### src/inc/dts_pkg.sv
// package of constants and carrier types for the data tunnel slot window block
package dts_pkg;

  localparam int CNT_W = 6;

  localparam logic [CNT_W-1:0] CNT_ZERO = 6'h00;
  localparam logic [CNT_W-1:0] CNT_ONE  = 6'h01;

  // slot position codes on the slot stream
  localparam logic [1:0] SLOT_IDLE   = 2'h0;
  localparam logic [1:0] SLOT_AUDIO  = 2'h1;
  localparam logic [1:0] SLOT_TUNNEL = 2'h2;

  // command issued by the local serial host
  localparam logic [7:0] CMD_ABORT = 8'h0A;

  typedef struct packed {
    logic             first_node;
    logic             last_node;
    logic             mask_enable;
    logic             relaxed;
    logic [CNT_W-1:0] offset;
    logic [CNT_W-1:0] tunnel_slots;
    logic [CNT_W-1:0] pass_slots;
  } dts_dir_cfg_type;

  typedef struct packed {
    logic       valid;
    logic [7:0] code;
  } dts_cmd_type;

  typedef struct packed {
    logic [1:0] kind;
    logic       tunnel;
    logic       last;
  } dts_slot_type;

  typedef enum logic [1:0] {
    ST_IDLE,
    ST_LEAD,
    ST_TUNNEL,
    ST_TRAIL
  } dts_win_state_type;

endpackage

### src/hw/dts_slot_window.sv
// tunnel slot placement in both slot streams plus serial abort handling
`timescale 1ns/100ps
// Operation
// - in relaxed mode tunnel slots are forwarded, never stripped.
// - abort while busy ends the transaction and flushes the transfer FIFO.
// - other command while busy is rejected, flags invalid, raises interrupt.
// - abort accepted whether or not this node owns the tunnel.
module dts_slot_window
  import dts_pkg::*;
#(
  parameter int CW = CNT_W
) (
  // clock and reset
  input  wire logic            ref_clk,
  input  wire logic            reset_n,
  // configuration, held stable while the slot windows are open
  input  wire dts_dir_cfg_type down_cfg,
  input  wire dts_dir_cfg_type up_cfg,
  // frame strobes and slot strobes from the bus framer
  input  wire logic            down_frame,
  input  wire logic            down_slot,
  input  wire logic            up_frame,
  input  wire logic            up_slot,
  // serial host side
  input  wire dts_cmd_type     host_cmd,
  input  wire logic            transfer_busy,
  input  wire logic            tunnel_busy,
  input  wire logic            clear_invalid,
  // slot markers out
  output dts_slot_type         down_mark,
  output dts_slot_type         up_mark,
  // status and control out
  output logic                 serial_port_busy,
  output logic                 tunnel_active,
  output logic                 invalid_command_flag,
  output logic                 cmd_irq,
  output logic                 abort_pulse,
  output logic                 fifo_flush
);

  typedef struct packed {
    dts_win_state_type dn_st;
    dts_win_state_type up_st;
    logic [CW-1:0]     dn_pos;
    logic [CW-1:0]     up_pos;
    dts_slot_type      dn_mark;
    dts_slot_type      up_mark;
    logic              busy;
    logic              active;
    logic              invalid;
    logic              irq;
    logic              abort;
    logic              flush;
  } dts_state_type;

  dts_state_type state;
  dts_state_type next_state;
  logic          rst_int_n;
  // reset release pair runs on the raw reset, so it stays apart from the state record
  logic [1:0]    rst_sync;

  // slot classification for one stream; tunnel slots form a consecutive run
  function automatic dts_slot_type classify(input dts_dir_cfg_type cfg,
                                            input logic [CW-1:0]   pos);
    dts_slot_type r;
    logic [CW:0]  tun_end;
    logic [CW:0]  all_end;
    tun_end = {1'b0, cfg.offset} + {1'b0, cfg.tunnel_slots};
    all_end = {1'b0, cfg.pass_slots} + {1'b0, cfg.tunnel_slots};
    r.tunnel = ({1'b0, pos} < tun_end) && (pos >= cfg.offset);
    // forwarded slots: passed audio plus the tunnel run kept in the stream
    r.kind = ({1'b0, pos} < all_end) ? (r.tunnel ? SLOT_TUNNEL : SLOT_AUDIO)
                                     : SLOT_IDLE;
    // a tunnel end node with mask_enable set strips the run unless relaxed placement is used
    if (r.tunnel && !cfg.relaxed && (cfg.first_node || cfg.last_node)
        && cfg.mask_enable) begin
      r.kind = SLOT_IDLE;
    end
    if (r.tunnel && cfg.relaxed) begin
      r.kind = SLOT_TUNNEL;
    end
    r.last = ({1'b0, pos} == all_end - {{CW{1'b0}}, 1'b1});
    return r;
  endfunction

  assign rst_int_n = rst_sync[1];

  always_comb begin
    next_state             = state;
    next_state.abort       = 1'b0;
    next_state.flush       = 1'b0;
    next_state.irq         = 1'b0;
    next_state.busy        = transfer_busy;
    next_state.active      = tunnel_busy;
    // downstream window
    if (down_frame) begin
      next_state.dn_pos  = CW'(CNT_ZERO);
      next_state.dn_st   = ST_LEAD;
      next_state.dn_mark = '0;
    end else if (down_slot && state.dn_st != ST_IDLE) begin
      next_state.dn_mark = classify(down_cfg, state.dn_pos);
      next_state.dn_pos  = state.dn_pos + CW'(CNT_ONE);
      next_state.dn_st   = next_state.dn_mark.last ? ST_IDLE
                         : (next_state.dn_mark.tunnel ? ST_TUNNEL : ST_TRAIL);
    end
    // upstream window
    if (up_frame) begin
      next_state.up_pos  = CW'(CNT_ZERO);
      next_state.up_st   = ST_LEAD;
      next_state.up_mark = '0;
    end else if (up_slot && state.up_st != ST_IDLE) begin
      next_state.up_mark = classify(up_cfg, state.up_pos);
      next_state.up_pos  = state.up_pos + CW'(CNT_ONE);
      next_state.up_st   = next_state.up_mark.last ? ST_IDLE
                         : (next_state.up_mark.tunnel ? ST_TUNNEL : ST_TRAIL);
    end
    // serial host commands, no owner check on abort
    if (clear_invalid) begin
      next_state.invalid = 1'b0;
    end
    if (host_cmd.valid && state.busy) begin
      if (host_cmd.code == CMD_ABORT) begin
        next_state.abort = 1'b1;
        next_state.flush = 1'b1;
      end else begin
        next_state.invalid = 1'b1;
        next_state.irq     = 1'b1;
      end
    end
  end

  always_ff @(posedge ref_clk or negedge reset_n) begin
    if (!reset_n) begin
      rst_sync <= 2'h0;
    end else begin
      rst_sync <= {rst_sync[0], 1'b1};
    end
  end

  always_ff @(posedge ref_clk or negedge rst_int_n) begin
    if (!rst_int_n) begin
      state.dn_st   <= ST_IDLE;
      state.up_st   <= ST_IDLE;
      state.dn_pos  <= CW'(CNT_ZERO);
      state.up_pos  <= CW'(CNT_ZERO);
      state.dn_mark <= '0;
      state.up_mark <= '0;
      state.busy    <= 1'b0;
      state.active  <= 1'b0;
      state.invalid <= 1'b0;
      state.irq     <= 1'b0;
      state.abort   <= 1'b0;
      state.flush   <= 1'b0;
    end else begin
      state.dn_st   <= next_state.dn_st;
      state.up_st   <= next_state.up_st;
      state.dn_pos  <= next_state.dn_pos;
      state.up_pos  <= next_state.up_pos;
      state.dn_mark <= next_state.dn_mark;
      state.up_mark <= next_state.up_mark;
      state.busy    <= next_state.busy;
      state.active  <= next_state.active;
      state.invalid <= next_state.invalid;
      state.irq     <= next_state.irq;
      state.abort   <= next_state.abort;
      state.flush   <= next_state.flush;
    end
  end

  assign down_mark            = state.dn_mark;
  assign up_mark              = state.up_mark;
  assign serial_port_busy     = state.busy;
  assign tunnel_active        = state.active;
  assign invalid_command_flag = state.invalid;
  assign cmd_irq              = state.irq;
  assign abort_pulse          = state.abort;
  assign fifo_flush           = state.flush;
endmodule

### config.mk
export PLATFORM = sky130hd
export DESIGN_NAME = dts_slot_window
export DESIGN_NICKNAME = d
export VERILOG_FILES = /design/src/inc/dts_pkg.sv /design/src/hw/dts_slot_window.sv
export SDC_FILE = /design/constraint.sdc
export NUM_CORES = 1
export LEC_CHECK = 0
export ABC_AREA = 1
export BUFFER_PORTS_ARGS = -buffer_cell sky130_fd_sc_hd__buf_2
export CAP_MARGIN = 10
export CORE_MARGIN = 1
export CORE_UTILIZATION = 50
export CTS_CLUSTER_SIZE = 28
export DETAILED_ROUTE_END_ITERATION = 10
export GPL_TIMING_DRIVEN = 1
export PLACE_DENSITY = 0.79
export RECOVER_POWER = 100
export SYNTH_ARGS = -nofsm -noshare
export SYNTH_HDL_FRONTEND = slang
export SYNTH_SLANG_ARGS = --single-unit
### constraint.sdc
create_clock -name ref_clk -period 2.8 [get_ports ref_clk]
set_input_delay 0.56 -clock ref_clk [delete_from_list [all_inputs] [get_ports ref_clk]]
set_output_delay 0.56 -clock ref_clk [all_outputs]
set_load 0.01 [all_outputs]
==> reports/qor.yml <==
drc: 0
synth_area_leaders: "dfrtp_1 (21%), ha_1 (21%), nand2_1 (15%), inv_1 (7.4%), nand3_1 (6.9%)"
drtIter0Drc: 114
max_stage_delay_ns: 0.41
ir_worst_vdd_mv: 0.4019
grt_pass1_vias: 3522
antenna_found_initial: 0
fin_skew_ns: 0.001496
start_util_pct: 53.06
finalMaxSlewViolations: 0
vias: 3649
die_height_um: 87.85
grt_pass1_wl_um: 14790
ios: 76
cts_max_path_buffers: 2
leakage_uw: 0.002348
hold_buffers: 0
io_buffers: 75
cp_top_family: "adder cells"
p_seq_share_pct: 34.3
drive_above_1_share_pct: 14.71
yosysWarnings: 0
ys_types: 35
synthCells: 536
dieWidth_um: 87.85
cp_cell_sequence: "clkbuf_1 -> ha_1 -> fa_1 -> nand3_1 -> nand2_1 -> xnor2_1 -> ha_1 -> a21oi_1 -> a21boi_0 -> o21ai_0 -> nand2_1 -> nand4_1 -> nand2_1"
coreArea_um2: 6944
max_freq_mhz: 397.2
switching_share_pct: 37.77
status: "finished, final reports clean"
internal_power_uw: 883.3
post_cts_buffers: 0
critPathSlowestCell: "fa_1"
post-place-cells: 700
ys_seq_elements: 31
max_cap_viol_count: 0
overflow: 0
syn_area_um2: 3685
hold_class: "in -> async"
synthToLayoutAreaGrowth_pct: 13.17
end_kind: "register"
grt_max_degree: 19
final_nets: 739
routed_wl_um: 8453
n_antenna_cell: 0
cts_max_level: 2
wl_per_cell_um: 11.94
p_clk_share_pct: 23.1
syn-num-nets: 664
final_cell_mix: "nand2_1 (146), inv_1 (73), ha_1 (62)"
crit_fanout: 3
insertion_delay_ns: 0.27
path_common_cell: "nand2_1"
setup_viol: 0
cp.required_ns: 2.96
fin_cells: 708
powerDensity_nw_per_um2: 340.4
dpl.hpwl_um: 7245
synth_top_area_cell: "dfrtp_1"
cts_resized: 0
grt_use_total_pct: 23.80
root_buffer: "clkbuf_8"
worst_pin_slew_ns: 0.9673
via_per_inst: 5.154
crit_type: "in -> reg"
dr.pass1.iters: 6
p_switching_uw: 536.2
cts_buffers: 5
syn_area_per_cell_um2: 6.875
num_rows: 30
finalHoldViolations: 0
fin_ws_ns: 0.2824
synth_top_area_share_pct: 21.05
relSlewSlack_pct: 35.51
clk_pin_slew_ns: 0.06
start_kind: "input port"
place_congestion: 0.8875
cts_tree: "done"
antenna_left: 0
rsz0062_at_grt: "no"
post-place-ws_ns: -0.009515
final_common_cell: "nand2_1"
clock_sinks: 31
period_minus_slack_ns: 2.518
crit_buf_inv: 1
p_comb_share_pct: 42.6
crit_arrival_ns: 2.68
fin_crit_sh_pct: 89.91
seq_area_frac_synth_pct: 21.05
dieArea_um2: 7717
## sequential cells by signal, summed over array words and instances, names as in the netlist
register,flops
invalid_command_flag,1
cmd_irq,1
rst_sync,2
down_mark,4
state,16
up_mark,4
tunnel_active,1
abort_pulse,1
serial_port_busy,1
## per-layer routing
layer	wire [um]	global-route usage, %	up-vias
met5	0	0	-
met4	74	4.620	0
met3	335	4.053	9
met2	4023	42.92	97
met1	4020	29.87	1637
li1	-	-	1906
## path summary, 6_finish.rpt
path                                       start                    endpoint  slack [ns]  cells past startpoint
max                                    up_cfg[6]      up_mark[2]$_DFFE_PN0P_        0.28                     13
min                                      reset_n       rst_sync[0]$_DFF_PN0_        0.06                      1
max reg2reg                state[27]$_DFFE_PN0P_       state[19]$_DFFE_PN0P_        0.80                      6
min reg2reg                rst_sync[1]$_DFF_PN0_  serial_port_busy$_DFF_PN0_        0.18                      0
max in group asynchronous  rst_sync[1]$_DFF_PN0_       state[25]$_DFFE_PN0P_        1.39                      1
min in group ref_clk       rst_sync[0]$_DFF_PN0_       rst_sync[1]$_DFF_PN0_        0.35                      0
## stage by stage
| step | utilization (%) | TNS (ns) | instance area, um^2 | hold WS (ns) | total power (uW) |
|---|---|---|---|---|---|
| after floorplan | - | 0 | 3685 | 0.2644 | 936.5 |
| after global placement | 59.39 | 0 | 4124 | 0.1989 | 1076 |
| after detailed placement | 59.39 | -0.01345 | 4124 | 0.2119 | 1103 |
| after CTS | 60.56 | 0 | 4205 | 0.04737 | 1437 |
| after global routing | 60.05 | 0 | 4170 | 0.04539 | 1550 |
| final | 60.05 | 0 | 4170 | 0.05749 | 1419 |
## layout make-up
class | count | area, um^2
flip-flops and latches | 31 | 775.7
clock inverters | 1 | 5.005
multi-input cells | 415 | 2516
repair buffers | 79 | 380.4
clock buffers | 7 | 76.32
inverters | 79 | 296.5
well taps | 96 | 120.1
fillers | 659 | 2774
## synth_stat cells
library cell  count
a21oi_2           2
nand2_2           8
a21oi_1          35
o21ai_0          13
o21ai_1           1
buf_6             1
or4_1             1
inv_2             6
nand3_2           4
conb_1            1
o221ai_1          2
nor3b_1           1
o22ai_1           1
nand4_1          10
o211a_1           1
o21a_1            1
nor2_4            1
nor4_1            2
buf_4            10
dfrtp_1          31
nor2_1           34
nor2_2            5
ha_1             62
nand3_1          51
a21o_1            5
nand3b_1          1
a21boi_0          1
nand2_1         145
nor3_1           10
xnor2_1           8
fa_1              4
a211oi_1          2
xor2_1            2
inv_1            73
o211ai_1          1
## cells by family after synthesis
kind of cell | after synthesis | synth area share (%)
and+or+nand+nor | 273 | 32.77
buffers and inverters | 90 | 10.39
adders and majority gates | 66 | 23.23
xor gates and xnor gates | 10 | 2.377
DFF | 31 | 21.05
AOI/OAI and AO/OA | 65 | 10.09
other | 1 | 0.1018
## power by group through the flow
| stage | logic (uW) | clock network [uW] | registers, uW |
|---|---|---|---|
| floorplan | 442 | 0 | 495 |
| global placement | 582 | 0 | 494 |
| detailed placement | 608 | 0 | 495 |
| CTS | 611 | 339 | 487 |
| global route | 701 | 359 | 490 |
| finish | 605 | 328 | 487 |
(Power assumes the default switching activity.)
